**config.mk**
```make
export PLATFORM = sky130hd
export DESIGN_NAME = pmi_device_flat
export DESIGN_NICKNAME = d
export VERILOG_FILES = /design/src/pmi_pkg.sv /design/src/pmi_link_if.sv /design/src/pmi_device.sv /design/src/flat_wrapper.sv
export SDC_FILE = /design/constraint.sdc
export NUM_CORES = 1
export LEC_CHECK = 0
export CAP_MARGIN = 20
export CELL_PAD_IN_SITES_DETAIL_PLACEMENT = 1
export CELL_PAD_IN_SITES_GLOBAL_PLACEMENT = 1
export CORE_UTILIZATION = 60
export CTS_BUF_LIST = sky130_fd_sc_hd__clkbuf_2
export CTS_CLUSTER_DIAMETER = 100
export DETAILED_ROUTE_END_ITERATION = 10
export DONT_BUFFER_PORTS = 1
export GPL_ROUTABILITY_DRIVEN = 1
export GPL_TIMING_DRIVEN = 0
export MAX_ROUTING_LAYER = met4
export PLACE_DENSITY = 0.88
export SLEW_MARGIN = 0
export SYNTH_ARGS = -nofsm -noshare
export SYNTH_HDL_FRONTEND = slang
export SYNTH_SLANG_ARGS = --single-unit
```
**constraint.sdc**
```tcl
create_clock -name clk_in -period 2.4 [get_ports clk_in]
set_input_delay 0.36 -clock clk_in [delete_from_list [all_inputs] [get_ports clk_in]]
set_output_delay 0.36 -clock clk_in [all_outputs]
set_load 0.03 [all_outputs]
```
**src/pmi_pkg.sv**
```systemverilog
package pmi_pkg;
	// Widths of the request identifiers, code, address, data and settings; the monitor count and the table size.
	localparam int PMI_PART_W   = 8;
	localparam int PMI_GROUP_W  = 4;
	localparam int PMI_MON_N    = 4;
	localparam int PMI_CODE_W   = 4;
	localparam int PMI_ADDR_W   = 4;
	localparam int PMI_DATA_W   = 32;
	localparam int PMI_PARTS    = 16;
	localparam int PMI_SET_W    = 16;

	// Register offsets, one per security space except the shared settings table port.
	localparam logic [PMI_ADDR_W-1:0] PMI_OFS_ESR_S  = 4'h0;
	localparam logic [PMI_ADDR_W-1:0] PMI_OFS_ECR_S  = 4'h1;
	localparam logic [PMI_ADDR_W-1:0] PMI_OFS_MON_S  = 4'h2;
	localparam logic [PMI_ADDR_W-1:0] PMI_OFS_ESR_NS = 4'h4;
	localparam logic [PMI_ADDR_W-1:0] PMI_OFS_ECR_NS = 4'h5;
	localparam logic [PMI_ADDR_W-1:0] PMI_OFS_MON_NS = 4'h6;
	localparam logic [PMI_ADDR_W-1:0] PMI_OFS_SET    = 4'h8;

	// Field positions.
	localparam int PMI_ECR_EN_BIT  = 0;
	localparam int PMI_MON_EN_LSB  = 0;
	localparam int PMI_MON_ST_LSB  = 8;
	localparam int PMI_SET_SPACE   = 16;
	localparam int PMI_SET_PART    = 24;

	// Space encoding on requests: zero selects the secure table.
	localparam logic PMI_SPACE_SEC = 1'b0;
	localparam logic PMI_SPACE_NS  = 1'b1;
	localparam logic [PMI_CODE_W-1:0] PMI_CODE_NONE = 4'h0;
	localparam logic [PMI_DATA_W-1:0] PMI_ZERO_WORD = 32'h0000_0000;
endpackage : pmi_pkg

```
**src/pmi_link_if.sv**
```systemverilog
`timescale 1ns/1ps
interface pmi_link_if;
	import pmi_pkg::*;
	// Request side.
	logic                   req_valid;
	logic [PMI_PART_W-1:0]  partition_id;
	logic [PMI_GROUP_W-1:0] perf_monitor_group;
	logic                   secure_space_select;
	// Interrupt side.
	logic [1:0]             error_irq;
	logic [1:0]             overflow_irq;

	modport device (input req_valid, partition_id, perf_monitor_group, secure_space_select,
		output error_irq, overflow_irq);
	modport host (output req_valid, partition_id, perf_monitor_group, secure_space_select,
		input error_irq, overflow_irq);
endinterface : pmi_link_if

```
**src/pmi_device.sv**
```systemverilog
// The placing of the registers and the strobed register port are this design's own decisions.
`timescale 1ns/1ps
// How it works
// - Errors recorded; interrupt only while enable set.
// - No error sources: status/control read zero.
// - Separate secure and non-secure error registers.
// - Level form: interrupt while code non-zero.
// - Level form: software non-zero code write raises interrupt.
// - Handler clears by writing zero code.
// - Edge form: one pulse per hardware error.
// - Edge form: software writes never pulse.
// - Enabled monitor overflow raises overflow interrupt.
// - Monitor control kept per security space.
// - Each space enable gates its own interrupt.
// - Overflow interrupt is level while pending.
// - Deasserts only after all enabled flags cleared.
// - Level form recommended, chosen by default.
// - Two error outputs, secure and non-secure.
// - Two overflow outputs, secure and non-secure.
// - Requesters keep partition_id in range.
// - Requesters keep perf_monitor_group in range.
// - Every request carries a partition_id.
// - Same id and space share settings.
// - Space zero uses secure table.
module pmi_device import pmi_pkg::*; #(
	parameter bit LEVEL_FORM = 1'b1,
	parameter bit HAS_ERRORS = 1'b1
) (
	// Clock and reset.
	input  wire logic                  clk_in,
	input  wire logic                  rst_b_in,
	// Link to requesters and interrupt controller.
	pmi_link_if.device                 link,
	// Register port.
	input  wire logic [PMI_ADDR_W-1:0] addr_in,
	input  wire logic [PMI_DATA_W-1:0] wdata_in,
	input  wire logic                  wr_in,
	input  wire logic                  rd_in,
	output logic      [PMI_DATA_W-1:0] rdata_out,
	// Hardware event inputs, per space (bit 0 secure, bit 1 non-secure).
	input  wire logic [1:0]            err_det_in,
	input  wire logic [PMI_CODE_W-1:0] err_code_in,
	input  wire logic [PMI_MON_N-1:0]  oflow_s_in,
	input  wire logic [PMI_MON_N-1:0]  oflow_ns_in,
	// Selected settings for the current request.
	output logic      [PMI_SET_W-1:0]  req_setting_out,
	output logic                       req_valid_out
);
	// All state lives in one packed struct, filled by one combinational process and registered by one.
	typedef struct packed {
		logic [1:0][PMI_CODE_W-1:0]         code;
		logic [1:0]                         irq_en;
		logic [1:0][PMI_MON_N-1:0]          mon_en;
		logic [1:0][PMI_MON_N-1:0]          mon_st;
		logic [1:0]                         err_irq;
		logic [1:0]                         of_irq;
		logic [PMI_DATA_W-1:0]              rdata;
		logic [1:0][PMI_PARTS-1:0][PMI_SET_W-1:0] table_set;
		logic [PMI_SET_W-1:0]               setting;
		logic                               req_valid;
	} pmi_dev_state_t;

	pmi_dev_state_t state_reg;
	pmi_dev_state_t state_next;

	// Partition index width; ids above the table size alias onto its low entries.
	localparam int IDX_W = $clog2(PMI_PARTS);

	// Write strobes, one bit per security space.
	logic [1:0]                 code_wr;
	logic [1:0]                 en_wr;
	logic [1:0]                 mon_wr;
	// Read strobes, one bit per security space.
	logic [1:0]                 code_rd;
	logic [1:0]                 en_rd;
	logic [1:0]                 mon_rd;

	// Read words, one per space, already placed in their fields.
	logic [1:0][PMI_DATA_W-1:0] code_word;
	logic [1:0][PMI_DATA_W-1:0] en_word;
	logic [1:0][PMI_DATA_W-1:0] mon_word;

	// Overflow pulses gathered by space.
	logic [1:0][PMI_MON_N-1:0]  oflow;

	// Settings table write port and request lookup index.
	logic                       tbl_wr;
	logic                       tbl_space;
	logic [IDX_W-1:0]           tbl_idx;
	logic [PMI_SET_W-1:0]       tbl_val;
	logic [IDX_W-1:0]           req_idx;

	// Secure copies are index 0 and non-secure index 1, matching the request space bit.
	assign oflow = {oflow_ns_in, oflow_s_in};

	// One decoder per security space, so neither space can reach the other's copies.
	for (genvar s = 0; s < 2; s++) begin : g_space
		// Offsets of this space's three registers.
		localparam logic [PMI_ADDR_W-1:0] CODE_OFS = (s == 0) ? PMI_OFS_ESR_S : PMI_OFS_ESR_NS;
		localparam logic [PMI_ADDR_W-1:0] EN_OFS   = (s == 0) ? PMI_OFS_ECR_S : PMI_OFS_ECR_NS;
		localparam logic [PMI_ADDR_W-1:0] MON_OFS  = (s == 0) ? PMI_OFS_MON_S : PMI_OFS_MON_NS;

		// Error registers decode to nothing without error sources, so they read zero and drop writes.
		assign code_wr[s] = wr_in && HAS_ERRORS && (addr_in == CODE_OFS);
		assign en_wr[s]   = wr_in && HAS_ERRORS && (addr_in == EN_OFS);
		assign code_rd[s] = rd_in && HAS_ERRORS && (addr_in == CODE_OFS);
		assign en_rd[s]   = rd_in && HAS_ERRORS && (addr_in == EN_OFS);

		// Monitor control exists in both spaces whatever the error support.
		assign mon_wr[s] = wr_in && (addr_in == MON_OFS);
		assign mon_rd[s] = rd_in && (addr_in == MON_OFS);

		// Error read words, zero-filled around the implemented fields.
		assign code_word[s] = {{(PMI_DATA_W-PMI_CODE_W){1'b0}}, state_reg.code[s]};
		assign en_word[s]   = {{(PMI_DATA_W-1){1'b0}}, state_reg.irq_en[s]};

		// Monitor read word carries the enables low and the sticky flags above them.
		assign mon_word[s] = {{(PMI_DATA_W-PMI_MON_ST_LSB-PMI_MON_N){1'b0}}, state_reg.mon_st[s],
			{(PMI_MON_ST_LSB-PMI_MON_N){1'b0}}, state_reg.mon_en[s]};
	end : g_space

	// Settings table port: one write word carries space, index and value together.
	assign tbl_wr    = wr_in && (addr_in == PMI_OFS_SET);
	assign tbl_space = wdata_in[PMI_SET_SPACE];
	assign tbl_idx   = wdata_in[PMI_SET_PART +: IDX_W];
	assign tbl_val   = wdata_in[PMI_SET_W-1:0];
	// Only the low id bits index the table, so an out-of-range id lands on a shared entry.
	assign req_idx   = link.partition_id[IDX_W-1:0];

	// Next state, computed space by space.
	always_comb begin
		state_next = state_reg;
		// Read data falls back to zero when no read is decoded.
		state_next.rdata = PMI_ZERO_WORD;
		for (int s = 0; s < 2; s++) begin
			// Software writes; a write never yields an edge-form pulse.
			if (code_wr[s]) begin
				state_next.code[s] = wdata_in[PMI_CODE_W-1:0];
			end
			if (en_wr[s]) begin
				state_next.irq_en[s] = wdata_in[PMI_ECR_EN_BIT];
			end
			if (mon_wr[s]) begin
				state_next.mon_en[s] = wdata_in[PMI_MON_EN_LSB +: PMI_MON_N];
				// Writing zero clears a flag; a one leaves it alone.
				state_next.mon_st[s] = state_reg.mon_st[s] & wdata_in[PMI_MON_ST_LSB +: PMI_MON_N];
			end

			// Hardware events win over a same-cycle clear, so no overflow is ever lost.
			state_next.mon_st[s] = state_next.mon_st[s] | oflow[s];
			// A detected error overrides a same-cycle software write of the code.
			if (err_det_in[s] && HAS_ERRORS) begin
				state_next.code[s] = err_code_in;
			end

			// Error output, gated by its own space enable.
			if (LEVEL_FORM) begin
				state_next.err_irq[s] = state_next.irq_en[s] && (state_next.code[s] != PMI_CODE_NONE);
			end else begin
				// Only a detection pulses; the code register itself is not watched for changes.
				state_next.err_irq[s] = state_reg.irq_en[s] && err_det_in[s] && HAS_ERRORS;
			end

			// Overflow level holds while any enabled flag stays set.
			state_next.of_irq[s] = |(state_next.mon_st[s] & state_next.mon_en[s]);

			// Reads return the value held before any same-cycle write.
			if (code_rd[s]) begin
				state_next.rdata = code_word[s];
			end
			if (en_rd[s]) begin
				state_next.rdata = en_word[s];
			end
			if (mon_rd[s]) begin
				state_next.rdata = mon_word[s];
			end
		end

		// Settings table write, into the table of the space named in the word.
		if (tbl_wr) begin
			state_next.table_set[tbl_space][tbl_idx] = tbl_val;
		end

		// One shared entry per id and space; the space bit picks the table.
		state_next.req_valid = link.req_valid;
		if (link.req_valid) begin
			state_next.setting = state_reg.table_set[link.secure_space_select][req_idx];
		end
	end

	// State register.
	always_ff @(posedge clk_in or negedge rst_b_in) begin
		if (!rst_b_in) begin
			// Every flag clears, so no interrupt is pending when reset is released.
			state_reg <= '0;
		end else begin
			state_reg <= state_next;
		end
	end

	// Interrupt lines leave straight from flip-flops, so the controller never sees a glitch.
	assign link.error_irq    = state_reg.err_irq;
	assign link.overflow_irq = state_reg.of_irq;

	// Read data stands for the one cycle after the read strobe and is zero otherwise.
	assign rdata_out         = state_reg.rdata;

	// Lookup result and its strobe, one cycle after the request on the link.
	assign req_setting_out   = state_reg.setting;
	assign req_valid_out     = state_reg.req_valid;
endmodule : pmi_device

```
**src/flat_wrapper.sv**
```systemverilog
// flat-port wrapper written by rule: the top's interface ports become plain ports
module pmi_device_flat import pmi_pkg::*;
#(
	parameter bit LEVEL_FORM = 1'b1,
	parameter bit HAS_ERRORS = 1'b1
)
  (clk_in, rst_b_in, addr_in, wdata_in, wr_in, rd_in, rdata_out, err_det_in, err_code_in, oflow_s_in, oflow_ns_in, req_setting_out, req_valid_out, link_req_valid, link_partition_id, link_perf_monitor_group, link_secure_space_select, link_error_irq, link_overflow_irq);
  pmi_link_if link_i ();
  input  wire logic clk_in;
  input  wire logic rst_b_in;
  input  wire logic [PMI_ADDR_W-1:0] addr_in;
  input  wire logic [PMI_DATA_W-1:0] wdata_in;
  input  wire logic wr_in;
  input  wire logic rd_in;
  output logic      [PMI_DATA_W-1:0] rdata_out;
  input  wire logic [1:0] err_det_in;
  input  wire logic [PMI_CODE_W-1:0] err_code_in;
  input  wire logic [PMI_MON_N-1:0] oflow_s_in;
  input  wire logic [PMI_MON_N-1:0] oflow_ns_in;
  output logic      [PMI_SET_W-1:0] req_setting_out;
  output logic req_valid_out;
  input wire logic [$bits(link_i.req_valid)-1:0] link_req_valid;
  input wire logic [$bits(link_i.partition_id)-1:0] link_partition_id;
  input wire logic [$bits(link_i.perf_monitor_group)-1:0] link_perf_monitor_group;
  input wire logic [$bits(link_i.secure_space_select)-1:0] link_secure_space_select;
  output wire logic [$bits(link_i.error_irq)-1:0] link_error_irq;
  output wire logic [$bits(link_i.overflow_irq)-1:0] link_overflow_irq;
  assign link_i.req_valid = link_req_valid;
  assign link_i.partition_id = link_partition_id;
  assign link_i.perf_monitor_group = link_perf_monitor_group;
  assign link_i.secure_space_select = link_secure_space_select;
  assign link_error_irq = link_i.error_irq;
  assign link_overflow_irq = link_i.overflow_irq;
  pmi_device #(.LEVEL_FORM(LEVEL_FORM), .HAS_ERRORS(HAS_ERRORS)) u_core (.clk_in(clk_in), .rst_b_in(rst_b_in), .link(link_i), .addr_in(addr_in), .wdata_in(wdata_in), .wr_in(wr_in), .rd_in(rd_in), .rdata_out(rdata_out), .err_det_in(err_det_in), .err_code_in(err_code_in), .oflow_s_in(oflow_s_in), .oflow_ns_in(oflow_ns_in), .req_setting_out(req_setting_out), .req_valid_out(req_valid_out));
endmodule
```
* After elaboration in Yosys (flattened, before gate mapping)
Cells that the tools add are included.
** Operators by class
- Bitwise logic cells :: 6
- Order comparisons :: 6
- Reductions and logical operators :: 22
- Multiplexer cells :: 25
- Equal/unequal tests :: 6
** Operators by type and width (number)
- $mux W256 :: 3
- $bwmux W512 :: 1
- $demux W256 S1 :: 1
- $mux W32 :: 5
- $bmux W16 S4 :: 1
- $demux W16 S4 :: 1
- $mux W4 :: 9
- $mux W16 :: 2
- $logic_and A1 B1 Y1 :: 17
- $and A4 B4 Y4 :: 4
- $eq A4 B3 Y1 const B :: 3
- $lt A4 B5 Y1 const B :: 2
- $or A4 B4 Y4 :: 2
- $reduce_bool A4 Y1 :: 2
- $reduce_or A4 Y1 :: 2
- $eq A4 B1 Y1 const B :: 1
- $eq A4 B2 Y1 const B :: 1
- $eq A4 B4 Y1 const B :: 1
- $ge A4 B1 Y1 const B :: 1
- $logic_not A4 Y1 :: 1
- $lt A1 B2 Y1 const B :: 2
- $mux W1 :: 2
- $ge A1 B1 Y1 const B :: 1
** Storage, ports and cells
- Word-level logic and storage cells :: 109
- Register bits after elaboration :: 591
- Input port bits :: 68
- Output and inout port bits :: 53

* Depth between registers and ports, before layout
- Depth after elaboration :: 8
- Depth in mapped cells :: 8
- Gate-level depth less buffers :: 5

* Worst setup path after synthesis
OpenSTA, ideal clock, no wires.
- Path type :: input -> register
- From :: input port addr_in[1]
- To :: register u_core.state_reg[507] (netlist bit)
- Arrival time :: 2.098 ns
- Path buffers :: 3
- Setup time :: 0.125 ns
- Path slack :: 0.178 ns
- Stages on the path :: 7
- Required time :: 2.275 ns
- Path through :: buf_6 > nor4b_4 > nand3_4 > buf_6 > nor3_2 > buf_4 > mux2_2
** On the way
- Word-level cells in the longest chain between the ends :: 2
** Ends and longest elaborated chain
- from (decl) :: RTL line flat_wrapper.sv:11 : input wire logic [PMI_ADDR_W-1:0] addr_in;
- $eq A4 B4 Y1 :: RTL line pmi_device.sv:123 : assign tbl_wr = wr_in && (addr_in == PMI_OFS_SET);
- $logic_and A1 B1 Y1 :: RTL line pmi_device.sv:123
- to (signal assigned) :: RTL line pmi_device.sv:197 : state_reg <= state_next;
- to (decl) :: RTL line pmi_device.sv:63 : pmi_dev_state_t state_reg;
Every way passes these cells.
A chain may end at the register's enable or synchronous reset.

* Worst setup path after layout
- From :: input port link_partition_id[1]
- To :: register u_core.state_reg (netlist bit u_core.req_setting_out[5])
** On the way
- Word-level cells in the longest chain between the ends :: 2
** Ends and longest elaborated chain
- from (decl) :: RTL line flat_wrapper.sv:23 : input wire logic [$bits(link_i.partition_id)-1:0] link_partition_id;
- $bmux W16 S4 :: RTL line pmi_device.sv:187 : state_next.setting = state_reg.table_set[link.secure_space_select][req_idx];
- $mux W16 (implied by the code) :: RTL line pmi_device.sv:187
Every way passes these cells. The select of a mux whose other input is x is not followed.

==> flow_summary.ini <==
[logic_synthesis]
ys_top_cells_by_area = dfrtp_1 54%, mux2_2 23%, mux2i_1 10%
synth_top_area_frac = 0.535
synthCells = 1944
avgSynthCellArea_um2 = 13.6
synth_edf_count = 0
yosys.area.top_type = dfrtp_1
synth_cell_types = 45
syn_area_mm2 = 0.0265
postSynth.topFlopCell = dfrtp_1
yosysWarnings = 0
async_flop_share = 1.00
seq_area_frac_synth = 0.535
ys_ff_latch = 567

[clock_tree]
cts_inserted_buffers = 144
clockRootBuffer = clkbuf_2
clk_pin_slew_ns = 0.14
clk_latency_ns = 1.50
cts_setup_buffers = 0
cts_tree = built
clockBufferDepth = 3
cts.sinks = 567
htree_levels = 4

[worst_hold_path]
hold_path_class = input port to async pin

[setup_path]
r2r_slack_ns = -0.12
regToRegEndpoint = u_core.req_setting_out[5]$_DFFE_PN0P_
worstPathRequired_ns = 3.68
worstPathCellList = nor2b_1, clkbuf_1, buf_8, clkbuf_1, a22oi_1, a21oi_1, nor4_1, mux2_2
rr_worst_depth = 5
path_buf_inv = 3
path_delay_family = buffers and inverters
max_stage_delay_ns = 0.96
path_depth = 8
crit_end = u_core.req_setting_out[5]$_DFFE_PN0P_
end_kind = flop
start_kind = input port
worst_path_max_delay_cell = clkbuf_1
crit_top_cell = clkbuf_1
crit_type = input port to flop
startpoint = link_partition_id[1]
r2r_start = u_core.state_reg[214]$_DFFE_PN0P_
worstPathArrival_ns = 3.93
path_max_fanout = 10

[timing]
rsz0062_at_grt = true
worst_pin_slew_ns = 2.76
fmax_mhz = 378
worst_slack_ns = -0.247
slew_headroom = -0.838
post-route-min-period_ns = 2.65
finalMaxSlewViolations = 434
setup_viol = 3
fin_crit_sh = 1.10
finalHoldViolCount = 588
fin_hold_ws_ns = -1.40
finClkSkew_ns = 0.114

[cells_and_area]
utilization = 0.695
nets = 2341
largest_reg_flops = 512
fillers = 4133
area_growth_pct = 13.8
drive_gt1_frac = 0.383
layout_commonest_cell = dfrtp_1
register_area_mm2 = 0.0142
multi_input_area_mm2 = 0.0113
mostFrequentLayoutCells = 566 x dfrtp_1, 539 x mux2_2, 275 x mux2i_1, 201 x clkbuf_2, 152 x dlygate4sd3_1

[drt]
drt_iter0_markers = 2884
drc = 0
via_per_inst = 7.12
postRouteAntennaNets = 0
wire_per_inst_um = 38.1
dr.pass1.iters = 6
vias = 21000
routed_wirelength_um = 112000

[power]
total_power_w = 0.0196
powerDensity_mw_per_mm2 = 649
pwr-share-seq = 0.520
p_sw_frac = 0.334
pwr-share-clk = 0.357
switching_power_w = 0.00653
vdd_drop_max_mv = 0.529
leakage_nw = 15.4
internal-power_w = 0.0130
pwr-share-comb = 0.123

[placed_design]
io_buffer_count = 0
dpl.hpwl_um = 58300
gp_congestion = 0.914

[die]
die_w_um = 212
die_area_mm2 = 0.0450
die_y_um = 212
row_count = 76
core_mm2 = 0.0434
initial_utilization = 0.611
pin_count = 121

[run]
maxCapViolCount = 0

[global_route]
gr-total-overflow = 0
first_global_vias = 22900
grt_util_all_layers = 0.527
grt_max_degree = 568
antenna_found_initial = 10
grt_pass1_wl_um = 161000

[outcome]
status = complete, but fails checks
violations = hold timing, slew limit, setup timing
kinds of logic after synthesis:
logic type             Yosys count  synth area share
DFF                            567             0.535
buffers and inverters          223            0.0431
and+or+nand+nor                114            0.0315
other                            1          0.000142
muxes                          814             0.333
AOI/OAI and AO/OA              225            0.0570
layer usage:
metal	vias to the layer above	track usage	part of all wire
li1	7691	-	-
met1	10600	0.570	0.34
met2	1918	0.763	0.45
met3	781	0.212	0.11
met4	0	0.431	0.095
met5	-	-	0
cell type report:
type | count | share of cell area
inverter | 6 | 0.000747
multi-input combinational | 1177 | 0.374
sequential | 567 | 0.471
antenna | 12 | 0.000996
clock inverter | 29 | 0.00461
tap | 585 | 0.0243
timing repair buffer | 161 | 0.0544
clock buffer | 196 | 0.0325
buffer | 216 | 0.0373
cells in the mapped netlist (2+ instances only):
master and instances:
nand3_1 3, and2_1 2, inv_1 6, nor4_4 5, buf_4 62, a21boi_0 5, clkbuf_1 96, nor3_4 8
mux2i_1 275, or2_2 2, nand2_1 35, o22a_1 3, a22oi_1 128, dfrtp_1 567, nand3_2 2, a21oi_1 64
o41a_1 2, o21ai_0 16, buf_6 2, buf_1 11, buf_2 46, nor2b_1 5, a2111o_1 2, mux2_2 539
nor4_1 16, nand2b_1 9, nor3_2 4, nor2_1 11, nor4b_4 2
metrics by stage:
stage | std cells | area [um^2] | setup slack [ns] | hold slack, ns | TNS (ns)
after floorplan | 1967 | 26600 | 0.178 | 0.0644 | 0
after global placement | 2552 | 27300 | -0.863 | 0.0830 | -81.08
after CTS | 2929 | 30000 | 0.0145 | -1.36 | 0
after global routing | 2949 | 30200 | -0.0329 | -1.42 | -0.0399
final | 2949 | 30200 | -0.247 | -1.40 | -0.318
after detailed placement | 2553 | 27300 | -0.908 | 0.0837 | -88.92
worst min-delay path by stage:
stage	from	endpoint	slack (ns)	cells after the start
after global placement	rst_b_in	u_core.code_word[34]$_DFF_PN0_	0.08	0
final	rst_b_in	u_core.state_reg[211]$_DFFE_PN0P_	-1.40	0
after CTS	rst_b_in	u_core.state_reg[200]$_DFFE_PN0P_	-1.36	0
after detailed placement	rst_b_in	u_core.code_word[34]$_DFF_PN0_	0.08	0
after global routing	rst_b_in	u_core.link.error_irq[0]$_DFF_PN0_	-1.42	0
after floorplan	rst_b_in	u_core.code_word[0]$_DFF_PN0_	0.06	0
power by group through the flow:
stage	registers, W	logic (W)	clock network [W]
after floorplan	0.0102	0.00135	0
after global placement	0.0102	0.00182	0
after detailed placement	0.0103	0.00191	0
after CTS	0.0101	0.00211	0.00631
after global routing	0.0102	0.00242	0.00721
final	0.0102	0.00241	0.00698
timing repair:
action,4_1_cts,5_1_grt
gates resized for setup,0,23
endpoints found under the setup margin,0,121
endpoints found under the hold margin,1123,588
hold buffers,151,7
Note: power is estimated with default switching activity, not from simulation.
